[src/include/pswd_pkg.sv]
/*
 pswd_pkg: constants, timing tables and state types for the pin-selectable watchdog.
 assumes a 25 MHz core clock and a 1 us prescaler tick.
*/
package pswd_pkg;
   localparam int unsigned CLK_HZ        = 25_000_000;
   localparam int unsigned TICK_US       = 1;
   // prescaler: cycles per microsecond tick
   localparam int unsigned TICK_CYC      = CLK_HZ / 1_000_000 * TICK_US;
   localparam int          PRE_W         = 5;
   localparam logic [PRE_W-1:0] PRE_LAST = PRE_W'(TICK_CYC - 1);
   localparam int          CNT_W         = 28;

   localparam logic [1:0]  GRP_A         = 2'h0;
   localparam logic [1:0]  GRP_B         = 2'h1;
   localparam logic [1:0]  GRP_C         = 2'h2;
   localparam logic [2:0]  SEL_DISABLE   = 3'h3;

   // times in microseconds, KICK_MIN_WIDTH_NS in ns; us_to_ticks counts are twice the minimum, inside min..3*min; IGNORE_TICKS is half
   localparam int unsigned KICK_IGNORE_US = 300;
   localparam int unsigned MARGIN_NUM     = 2;
   localparam int unsigned PULSE_OD_US    = 100_000;
   localparam int unsigned PULSE_PP_US    = 1_000;
   localparam int unsigned B_DELAY_US     = 60_000_000;
   localparam int unsigned KICK_MIN_WIDTH_NS = 100;

   localparam logic [CNT_W-1:0] IGNORE_TICKS =
      CNT_W'((KICK_IGNORE_US / 2) / TICK_US);

   function automatic logic [CNT_W-1:0] us_to_ticks(input int unsigned us);
      us_to_ticks = CNT_W'(us * MARGIN_NUM / TICK_US);
   endfunction

   // minimum timeout per select code, microseconds; code 3 unused
   function automatic int unsigned timeout_min_us(input logic [1:0] grp,
                                                  input logic [2:0] sel);
      int unsigned a [8];
      int unsigned b [8];
      int unsigned c [8];
      a = '{1_000, 10_000, 30_000, 0, 100_000, 1_000_000, 10_000_000, 60_000_000};
      b = '{1_000, 3_000, 10_000, 0, 100_000, 300_000, 3_000_000, 60_000_000};
      c = '{3_000, 3_000, 1_000_000, 0, 30, 1_000_000, 10_000_000, 10_000_000};
      case (grp)
         GRP_A:   timeout_min_us = a[sel];
         GRP_B:   timeout_min_us = b[sel];
         default: timeout_min_us = c[sel];
      endcase
   endfunction

   // minimum startup delay; zero in group c means first-edge wait
   function automatic int unsigned delay_min_us(input logic [1:0] grp,
                                                input logic [2:0] sel);
      int unsigned c [8];
      c = '{3_000, 3_000, 60_000_000, 0, 200, 0, 0, 60_000_000};
      case (grp)
         GRP_A:   delay_min_us = timeout_min_us(grp, sel);
         GRP_B:   delay_min_us = B_DELAY_US;
         default: delay_min_us = c[sel];
      endcase
   endfunction

   typedef enum logic [2:0] {
      ST_SETUP = 3'b000,
      ST_DELAY = 3'b001,
      ST_EDGE  = 3'b010,
      ST_WATCH = 3'b011,
      ST_FAULT = 3'b100,
      ST_OFF   = 3'b101
   } pswd_state_t;

   typedef struct packed {
      logic [2:0] sel;
      logic       kick;
   } pswd_pins_t;
endpackage

[src/rtl/pswd_top.sv]
/*
 pswd_top: pin-selectable watchdog supervisor with selectable timeout and startup delay (delay fixed in group b).
 assumes select and kick pins are asynchronous; fault output is active low.
*/
`timescale 1ns/1ps
module pswd_top
   import pswd_pkg::*;
#(
   parameter logic [1:0] VARIANT_GRP = pswd_pkg::GRP_A,
   parameter bit         PUSH_PULL   = 1'b0
)
(
   input  wire logic       CORE_CLK,
   input  wire logic       ARST_N,
   input  wire logic       KICK_IN,
   input  wire logic       TIMING_SEL0,
   input  wire logic       TIMING_SEL1,
   input  wire logic       TIMING_SEL2,
   output logic            FAULT_PULSE_N
);
   import pswd_pkg::*;

   typedef struct packed {
      pswd_state_t      state;
      logic [PRE_W-1:0] pre;
      logic             tick;
      logic [CNT_W-1:0] cnt;
      logic [2:0]       sel;
      logic             kick;
      logic             fault_n;
   } pswd_core_t;

   pswd_core_t st_r;
   pswd_core_t st_nxt;
   pswd_pins_t pins_raw;
   pswd_pins_t pins_s;

   assign pins_raw = '{sel: {TIMING_SEL2, TIMING_SEL1, TIMING_SEL0}, kick: KICK_IN};

   pswd_sync #(.W($bits(pswd_pins_t))) u_sync
   (
      .CORE_CLK (CORE_CLK),
      .ARST_N   (ARST_N),
      .d        (pins_raw),
      .q        (pins_s)
   );

   logic             kick_edge;
   logic             sel_chg;
   logic [CNT_W-1:0] to_ticks;
   logic [CNT_W-1:0] dly_ticks;
   logic [CNT_W-1:0] pulse_ticks;
   logic             first_edge_mode;

   assign to_ticks    = us_to_ticks(timeout_min_us(VARIANT_GRP, st_r.sel));
   assign dly_ticks   = us_to_ticks(delay_min_us(VARIANT_GRP, st_r.sel));
   assign pulse_ticks = us_to_ticks(PUSH_PULL ? PULSE_PP_US : PULSE_OD_US);
   assign first_edge_mode = (VARIANT_GRP == GRP_C) && (dly_ticks == '0);
   assign kick_edge   = pins_s.kick != st_r.kick;
   assign sel_chg     = pins_s.sel != st_r.sel;

   always_comb
   begin
      st_nxt      = st_r;
      st_nxt.kick = pins_s.kick;
      st_nxt.sel  = pins_s.sel;
      st_nxt.tick = 1'b0;
      if (st_r.pre == PRE_LAST)
      begin
         st_nxt.pre  = '0;
         st_nxt.tick = 1'b1;
      end
      else
         st_nxt.pre = st_r.pre + 1'b1;
      if (st_r.tick && st_r.cnt != '0)
         st_nxt.cnt = st_r.cnt - 1'b1;
      if (sel_chg && st_r.state != ST_FAULT)
      begin
         st_nxt.state   = ST_SETUP;
         st_nxt.cnt     = IGNORE_TICKS;
         st_nxt.fault_n = 1'b1;
      end
      else
      begin
         case (st_r.state)
            ST_SETUP:
            begin
               // kick edges here are ignored on purpose
               if (st_r.cnt == '0)
               begin
                  if (st_r.sel == SEL_DISABLE)
                     st_nxt.state = ST_OFF;
                  else if (first_edge_mode)
                     st_nxt.state = ST_EDGE;
                  else
                  begin
                     st_nxt.state = ST_DELAY;
                     st_nxt.cnt   = dly_ticks;
                  end
               end
            end
            ST_DELAY:
            begin
               if (st_r.cnt == '0)
               begin
                  st_nxt.state = ST_WATCH;
                  st_nxt.cnt   = to_ticks;
               end
            end
            ST_EDGE:
            begin
               if (kick_edge)
               begin
                  st_nxt.state = ST_WATCH;
                  st_nxt.cnt   = to_ticks;
               end
            end
            ST_WATCH:
            begin
               if (kick_edge)
                  st_nxt.cnt = to_ticks;
               else if (st_r.cnt == '0)
               begin
                  st_nxt.state   = ST_FAULT;
                  st_nxt.cnt     = pulse_ticks;
                  st_nxt.fault_n = 1'b0;
               end
            end
            ST_FAULT:
            begin
               // timer counts down the pulse length; kicks cannot restart it
               if (st_r.cnt == '0)
               begin
                  st_nxt.fault_n = 1'b1;
                  st_nxt.state   = ST_SETUP;
                  st_nxt.cnt     = IGNORE_TICKS;
               end
            end
            ST_OFF:
               st_nxt.fault_n = 1'b1;
            default:
            begin
               st_nxt.state   = ST_SETUP;
               st_nxt.cnt     = IGNORE_TICKS;
               st_nxt.fault_n = 1'b1;
            end
         endcase
      end
   end

   always_ff @(posedge CORE_CLK or negedge ARST_N)
   begin
      if (!ARST_N)
      begin
         st_r.state   <= ST_SETUP;
         st_r.pre     <= '0;
         st_r.tick    <= 1'b0;
         st_r.cnt     <= IGNORE_TICKS;
         st_r.sel     <= '0;
         st_r.kick    <= 1'b0;
         st_r.fault_n <= 1'b1;
      end
      else
         st_r <= st_nxt;
   end

   assign FAULT_PULSE_N = st_r.fault_n;

   a_off_quiet: assert property (@(posedge CORE_CLK) disable iff (!ARST_N)
      st_r.state == ST_OFF |-> st_r.fault_n)
      else $error("fault asserted while disabled");
   a_fault_state: assert property (@(posedge CORE_CLK) disable iff (!ARST_N)
      !st_r.fault_n |-> st_r.state == ST_FAULT)
      else $error("fault low outside fault state");
   a_kick_reload: assert property (@(posedge CORE_CLK) disable iff (!ARST_N)
      st_r.state == ST_WATCH && kick_edge && !sel_chg |=> st_r.cnt == $past(to_ticks))
      else $error("kick did not reload timer");
   a_expire_fault: assert property (@(posedge CORE_CLK) disable iff (!ARST_N)
      st_r.state == ST_WATCH && st_r.cnt == '0 && !kick_edge && !sel_chg
      |=> !st_r.fault_n && st_r.cnt == pulse_ticks)
      else $error("expiry did not start pulse");
   a_pulse_end: assert property (@(posedge CORE_CLK) disable iff (!ARST_N)
      $rose(st_r.fault_n) |-> st_r.state == ST_SETUP && st_r.cnt == IGNORE_TICKS)
      else $error("no setup interval after pulse");
   a_sel_restart: assert property (@(posedge CORE_CLK) disable iff (!ARST_N)
      sel_chg && st_r.state != ST_FAULT |=> st_r.state == ST_SETUP)
      else $error("select change did not restart");
   a_edge_wait: assert property (@(posedge CORE_CLK) disable iff (!ARST_N)
      st_r.state == ST_EDGE && !kick_edge && !sel_chg |=> st_r.state == ST_EDGE)
      else $error("first-edge wait left without edge");
   a_tick_rate: assert property (@(posedge CORE_CLK) disable iff (!ARST_N)
      st_r.tick |=> !st_r.tick [*8])
      else $error("prescaler tick too frequent");
   // kicks landing in the setup interval must not end it early
   a_setup_ignore: assert property (@(posedge CORE_CLK) disable iff (!ARST_N)
      st_r.state == ST_SETUP && st_r.cnt != '0 && kick_edge && !sel_chg
      |=> st_r.state == ST_SETUP)
      else $error("kick ended setup interval");
   a_delay_hold: assert property (@(posedge CORE_CLK) disable iff (!ARST_N)
      st_r.state == ST_DELAY && st_r.cnt != '0 && !sel_chg |=> st_r.state == ST_DELAY)
      else $error("startup delay cut short");
   a_pulse_hold: assert property (@(posedge CORE_CLK) disable iff (!ARST_N)
      st_r.state == ST_FAULT && st_r.cnt != '0 |=> st_r.state == ST_FAULT && !st_r.fault_n)
      else $error("fault pulse cut short");
   a_off_stays: assert property (@(posedge CORE_CLK) disable iff (!ARST_N)
      st_r.state == ST_OFF && !sel_chg |=> st_r.state == ST_OFF)
      else $error("disabled watchdog restarted");
endmodule

[src/rtl/pswd_sync.sv]
/*
 pswd_sync: two-flop synchroniser for asynchronous pins.
 assumes one clock and an asynchronous active-low reset.
*/
`timescale 1ns/1ps
module pswd_sync
#(
   parameter int W = 4
)
(
   input  wire logic         CORE_CLK,
   input  wire logic         ARST_N,
   input  wire logic [W-1:0] d,
   output logic      [W-1:0] q
);
   typedef struct packed {
      logic [W-1:0] s1;
      logic [W-1:0] s2;
   } pswd_sync_t;

   pswd_sync_t st_r;
   pswd_sync_t st_nxt;

   always_comb
   begin
      st_nxt    = st_r;
      st_nxt.s1 = d;
      st_nxt.s2 = st_r.s1;
   end

   always_ff @(posedge CORE_CLK or negedge ARST_N)
   begin
      if (!ARST_N)
         st_r <= '0;
      else
         st_r <= st_nxt;
   end

   assign q = st_r.s2;
endmodule

[config.mk]
export PLATFORM = sky130hd
export DESIGN_NAME = pswd_top
export DESIGN_NICKNAME = d
export VERILOG_FILES = /design/src/include/pswd_pkg.sv /design/src/rtl/pswd_top.sv /design/src/rtl/pswd_sync.sv
export SDC_FILE = /design/constraint.sdc
export NUM_CORES = 1
export LEC_CHECK = 0
export ABC_AREA = 1
export CORE_MARGIN = 8
export CORE_UTILIZATION = 50
export CTS_BUF_LIST = sky130_fd_sc_hd__clkbuf_8
export CTS_CLUSTER_DIAMETER = 100
export DETAILED_ROUTE_END_ITERATION = 10
export DONT_BUFFER_PORTS = 1
export PLACE_DENSITY = 0.76
export REMOVE_ABC_BUFFERS = 1
export SLEW_MARGIN = 25
export SYNTH_ARGS = -nofsm -noshare
export SYNTH_HDL_FRONTEND = slang
export SYNTH_HIERARCHICAL = 1
export SYNTH_SLANG_ARGS = --single-unit
[constraint.sdc]
create_clock -name CORE_CLK -period 2.4 [get_ports CORE_CLK]
set_input_delay 0.12 -clock CORE_CLK [delete_from_list [all_inputs] [get_ports CORE_CLK]]
set_output_delay 0.12 -clock CORE_CLK [all_outputs]
set_load 0.05 [all_outputs]
Word level (Yosys, flattened, before mapping) --
Memories as Yosys holds them, arrays and structs flattened. Cells that the tools add are included.
Cells by class: mux-type cells 28, add/sub/neg operators 2, order comparisons 1, eq/ne operators 18, reductions and logical operators 8, bitwise logic cells 1
Operator list (number):
- 2-to-1 mux 28 bit | 9
- one-hot mux 28 bit (6 select lines) | 1
- 2-to-1 mux 27 bit | 2
- logical NOT 28 bit | 1
- nonzero test 28 bit | 1
- subtractor 28 x 1 -> 28 bit (second input constant) | 1
- 2-to-1 mux 3 bit | 8
- inequality test 3 bit (second input constant) | 7
- one-hot mux 3 bit (6 select lines) | 1
- == test 3 x 2 -> 1 bit (second input constant) | 3
- AND reduction 7 bit | 1
- == test 3 bit (second input constant) | 2
- adder 5 x 1 -> 5 bit (second input constant) | 1
- == test 5 bit (second input constant) | 1
- 2-to-1 mux 1 bit | 5
- 2-to-1 mux 5 bit | 1
- greater-or-equal comparator 4 bit (second input constant) | 1
- inverter 3 -> 4 bit | 1
- AND reduction 4 bit | 1
- == test 3 x 1 -> 1 bit (second input constant) | 1
- logical NOT 3 bit | 1
- inequality test 3 bit | 1
- one-hot mux 1 bit (3 select lines) | 1
- OR reduction 3 bit | 1
- 4 further kinds | 5
Word-level totals: register bits after elaboration 50, bits in read-only memories 256, memories kept 1, input port bits 6
Memory list:
- (no name shown) | words 8, width 32, read ports 1, clocked after Yosys merged registers in 0, write ports 0, RTL line pswd_pkg.sv:44 | GRP_A: timeout_min_us = a[sel];

Longest topological paths before layout --
word-level depth 8, mapped depth 15, mapped depth without buffers 15

Modules after synthesis --
Netlist, hierarchy kept.
Modules (own cells, without submodules):
- pswd_top | instances 1, seq. area each 1057.3 um^2, cells each 505, area each 3435.8 um^2
- pswd_sync | instances 1, seq. area each 200.2 um^2, cells each 8, area each 200.2 um^2

Least setup slack after synthesis --
Ideal clock, no wire load.
path kind register to register, start point register st_r[6] (netlist bit), end point register st_r[21] (netlist bit), clock period less this slack 1911 ps, required time 2264 ps, cell stages (with the launch flop) 15, arrival time 1774 ps, path slack 489 ps, cells stage by stage dfstp_2 > inv_1 > ha_1 > inv_1 > nor2_1 > nand3_1 > nor2_2 > nand3_4 > nand2_2 > nor2_1 > nand2_1 > nand2_1 > inv_1 > o21ai_0 > a21oi_1
RTL lines:
- start, declared | RTL line pswd_top.sv:33 | pswd_core_t st_r;
- start signal, assigned | RTL line pswd_top.sv:164 | st_r <= st_nxt;

==> results list <==
* Combinational power share: 14.5%
- Share of the clock period used by the worst path after layout: 90.03%
- Vias per std cell: ~5.5
- CP most frequent cell: inv_1
* Clock buffers created by TritonCTS: 5
- Setup repair after global routing left no endpoint under its margin.
* Vias in the first global route: approximately 3300
* Clock tree root buffer cell: clkbuf_8
- RD Place Congestion: about 1.1
- Switching Share: approximately a third
* Clk Latency, worst-skew pair: ~0.33 ns
* Post-route setup TNS: 0 ns
- At the pin with the least slew margin, the transition time is between 0.5 and 0.6 ns.
* Dominant cells by area after synthesis: dfrtp_1 31%, nand2_1 14%, nor2_1 6.6%, inv_1 5.2%, nand3_1 5.0%
* XOR/XNOR Fraction of Synth Area: under 10%
- Number of inserted diodes: 0
* Core area: approximately 0.0071 mm^2
- Die W: 101.3 um
- After detailed routing, the number of remaining DRC violations is 0.
* # Post-CTS Setup Buffers: 0
- After filler insertion, the fill cell instance count of the layout stands at 710.
- Initial core utilization: between 50% and 60%
- Element type at the critical path end: flip-flop
- The worst register-to-register path begins at st_r[6].
* Run status: complete, no violations
- Registers take approximately 0.0013 mm^2.
- The longest clock path from root to sink contains 2 buffers.
* Setup slack of the critical path after layout: 0.2392 ns
- Area of placed instances: 0.003775 mm^2
- Across all hold checks on the routed design, the worst slack comes to approximately 0.33 ns.
- Yosys Warn Count: 6
- The tool flagged a number of max-cap violations equal to 0.
- Cell area after synthesis: 0.003636 mm^2
- Proportion of synthesized flip-flops having asynchronous set or reset: 100.0%
- Number of different library cells in the post-synthesis netlist: 37
* Number of optimization iterations in the first detailed-route pass: 6
- Post-Place Setup Slack: 0.2059 ns
- The synthesized design spends more area on one cell type than any other, namely dfrtp_1.
* Area taken by multi-input logic gates: roughly 0.0021 mm^2
- The worst path in the final design needs a cycle of approximately 2.2 ns, including I/O delays and setup.
- Final non-filler cell area: between 0.003 and 0.004 mm^2
- Global-route total usage across every layer: approximately a fifth
- Required time reported for the critical path endpoint: 2.60 ns
- Cells with a size suffix above 1 make up around 15% of the layout.
* Share of the synthesized area in compound gates (AO/OA/AOI/OAI): 11.56%
* Dominant delay contributor by cell family on the critical path: simple AND/OR/NAND/NOR gates
- Post-detailed-route count of antenna-violating nets: 0
- After detailed routing, the met2 layer carries approximately 4.7 mm of wire.
* Routed met1 length: approximately 4 mm
* Gate count of the mapped netlist: slightly above 500
- Most used standard cell by instance count after synthesis: nand2_1
- After Yosys synthesis, full adders, half adders and majority gates account for under 10% of the synthesized area.
- Total wire length: around 9.5 mm
- Total congestion overflow: 0
* Clock tree from TritonCTS: yes
* Startpoint Class: flip-flop
- Portion of total power attributed to the clock network: 32.9%
- Class of the most critical setup path: reg -> reg
- Number of hold violations in the final report: 0
- Counting flops with a built-in enable in the synthesized netlist gives 0.
* IO Count: 7
- Input and output buffers added on the ports amount to 0.
- Antenna violations before repair: 0
* Met3 Routed Length: approximately 640 um
- Largest fanout on the critical path: 9
- Largest net degree at the start of global routing: 51
- After synthesis, the largest area contributor takes up between 30% and 40% of total cell area.
- The final route contains 3441 vias.
* First-pass GRT wire length: between 15 and 20 mm
- Data arrives at the worst endpoint at roughly 2.4 ns.
- Together, buffers and inverters on the worst path number 3.
- Slew Limit Headroom: between 60% and 70%
- The most used flip-flop cell after synthesis is dfrtp_1.
- After detailed routing, the average wire length per cell comes to about 15 um.
- Number of nets in the layout: approximately 540
- Derived from the worst setup path, the maximum achievable clock frequency is between 400 and 500 MHz.
- Worst setup slack for register-to-register paths: ~0.24 ns
* Largest family of logic cells by synthesized area: simple AND/OR/NAND/NOR gates
* Growth of design area from synthesis to finish: 8.706%
- Traced cell by cell, the critical path runs through inv_1 > ha_1 > inv_1 > nor2_1 > nand3_1 > nor2_2 > nand3_4 > nand2_2 > nor2_2 > nand2_1 > nand2_1 > inv_1 > o21ai_0 > a21oi_1.
* IR drop worst, VDD: 332.3 uV
* P_leak: between 1.5 and 2 nW
- Power share of the sequential group: between 50% and 60%
- The internal power of the cells totals 0.001158 W.
- Standard cell with the maximum stage delay on the critical path: dfstp_2
- In this run, synthesis produced a sequential element count of 50.
* Final-report setup violation count: 0
- Largest incremental delay on the critical path: 0.57 ns
* # H-tree levels: 2
- After synthesis, the share of cell area in mux cells is 0%.
- Number of sinks on the clock net: 50
* Net switching power of the design: approximately 0.00054 W
- P per Cell Area: 429.2 mW/mm^2
* Overall die area: 0.01026 mm^2
- The worst hold path belongs to the class in -> async.
* Worst Skew: 0.02049 ns
- Sequential fraction of the synthesis area: roughly a third
- Summing the areas of all and, or, nand and nor instances in the mapped netlist gives between 30% and 40% of the synthesized area.
- The first routing iteration left about 350 violations.
* Detailed placement HPWL: between 7 and 8 mm
* Leading cell types by count after synthesis: 138 x nand2_1, 64 x nor2_1, 50 x inv_1, 45 x dfrtp_1, 36 x nand3_1
* Critical path launch point: st_r[6]
* Clock transition time at the flip-flop clock pins of the worst setup and hold paths: 0.12 ns
- In this run the core area contains 31 standard-cell rows.
* Highest metal layer with signal wires: met4
- The die is ~100 um tall.
* Max-slew violations: 0
- Mean cell area of the mapped netlist: slightly above 7 um^2
worst paths after layout:
check	cells after the start	endpoint
max	14	st_r[21]
min	2	st_r[29]
max reg2reg	14	st_r[21]
min reg2reg	0	u_sync/q[3]
max in group asynchronous	2	st_r[9]
min in group CORE_CLK	1	u_sync/st_nxt[3]
what timing repair did:
| item | CTS | global route |
|---|---|---|
| hold endpoints to repair | 54 | 0 |
| hold buffers | 6 | 0 |
| resized for setup | 0 | 1 |
| endpoints found under the setup margin | 0 | 1 |
layer usage:
layer	vias up	global-route usage [%]
met5	-	0
met4	0	6.186
met3	27	3.505
met2	145	34.06
met1	1592	24.13
li1	1677	-
stage by stage:
step | cells | util (%) | total power (W)
2_1_floorplan | 507 | - | 0.001061
3_3_place_gp | 613 | 52.89 | 0.001118
3_5_place_dp | 613 | 52.89 | 0.001120
4_1_cts | 627 | 55.35 | 0.001695
5_1_grt | 627 | 55.38 | 0.001768
6_report | 627 | 55.38 | 0.001696
layout by cell type, fill, tap and decap left out, types with 2 or more instances in the layout:
cell	count
nand2_4	3
dlygate4sd3_1	5
a31oi_1	3
nand3_1	36
nand4_1	6
clkbuf_8	5
nor2_1	63
ha_1	11
nor4_1	2
xor2_1	11
nand2_1	138
inv_2	9
dfstp_2	5
xnor2_1	8
inv_1	50
nor2_8	2
o21ai_2	5
a211oi_2	2
o21ai_0	23
nor3_1	8
o211ai_1	6
nand2_2	11
nor2_2	8
a21oi_1	28
nor2_4	8
or2_2	4
dfrtp_1	45
o21ai_1	5
buf_4	7
state kept, by name, summed over array words and instances, names as in the netlist:
signal         flops
u_sync/q           4
FAULT_PULSE_N      1
st_r              41
u_sync/st_nxt      4
kinds of logic (layout without fill, tap and decap cells):
group	Yosys count	count (layout)
flip-flops	50	50
AND/OR/NAND/NOR	295	295
adder cells (fa/ha/maj)	11	11
AO/OA/AOI/OAI	73	73
buffers and inverters	65	80
XOR/XNOR	19	19
area by class of cell:
cell class,count,share of cell area [%]
clock buffer,5,1.741
clock inverter,3,0.7281
inverter,59,5.603
multi-input combinational,398,53.69
sequential,50,31.81
tap,99,3.134
timing repair buffer,13,3.292
power by group through the flow:
stage,sequential (W),combinational (W),clock (W)
after floorplan,0.000906,0.000155,0
after global placement,0.000907,0.000211,0
after detailed placement,0.000908,0.000212,0
after CTS,0.000892,0.000242,0.000561
after global routing,0.000895,0.000274,0.000599
final,0.000891,0.000246,0.000559
(Power assumes the default switching activity.)
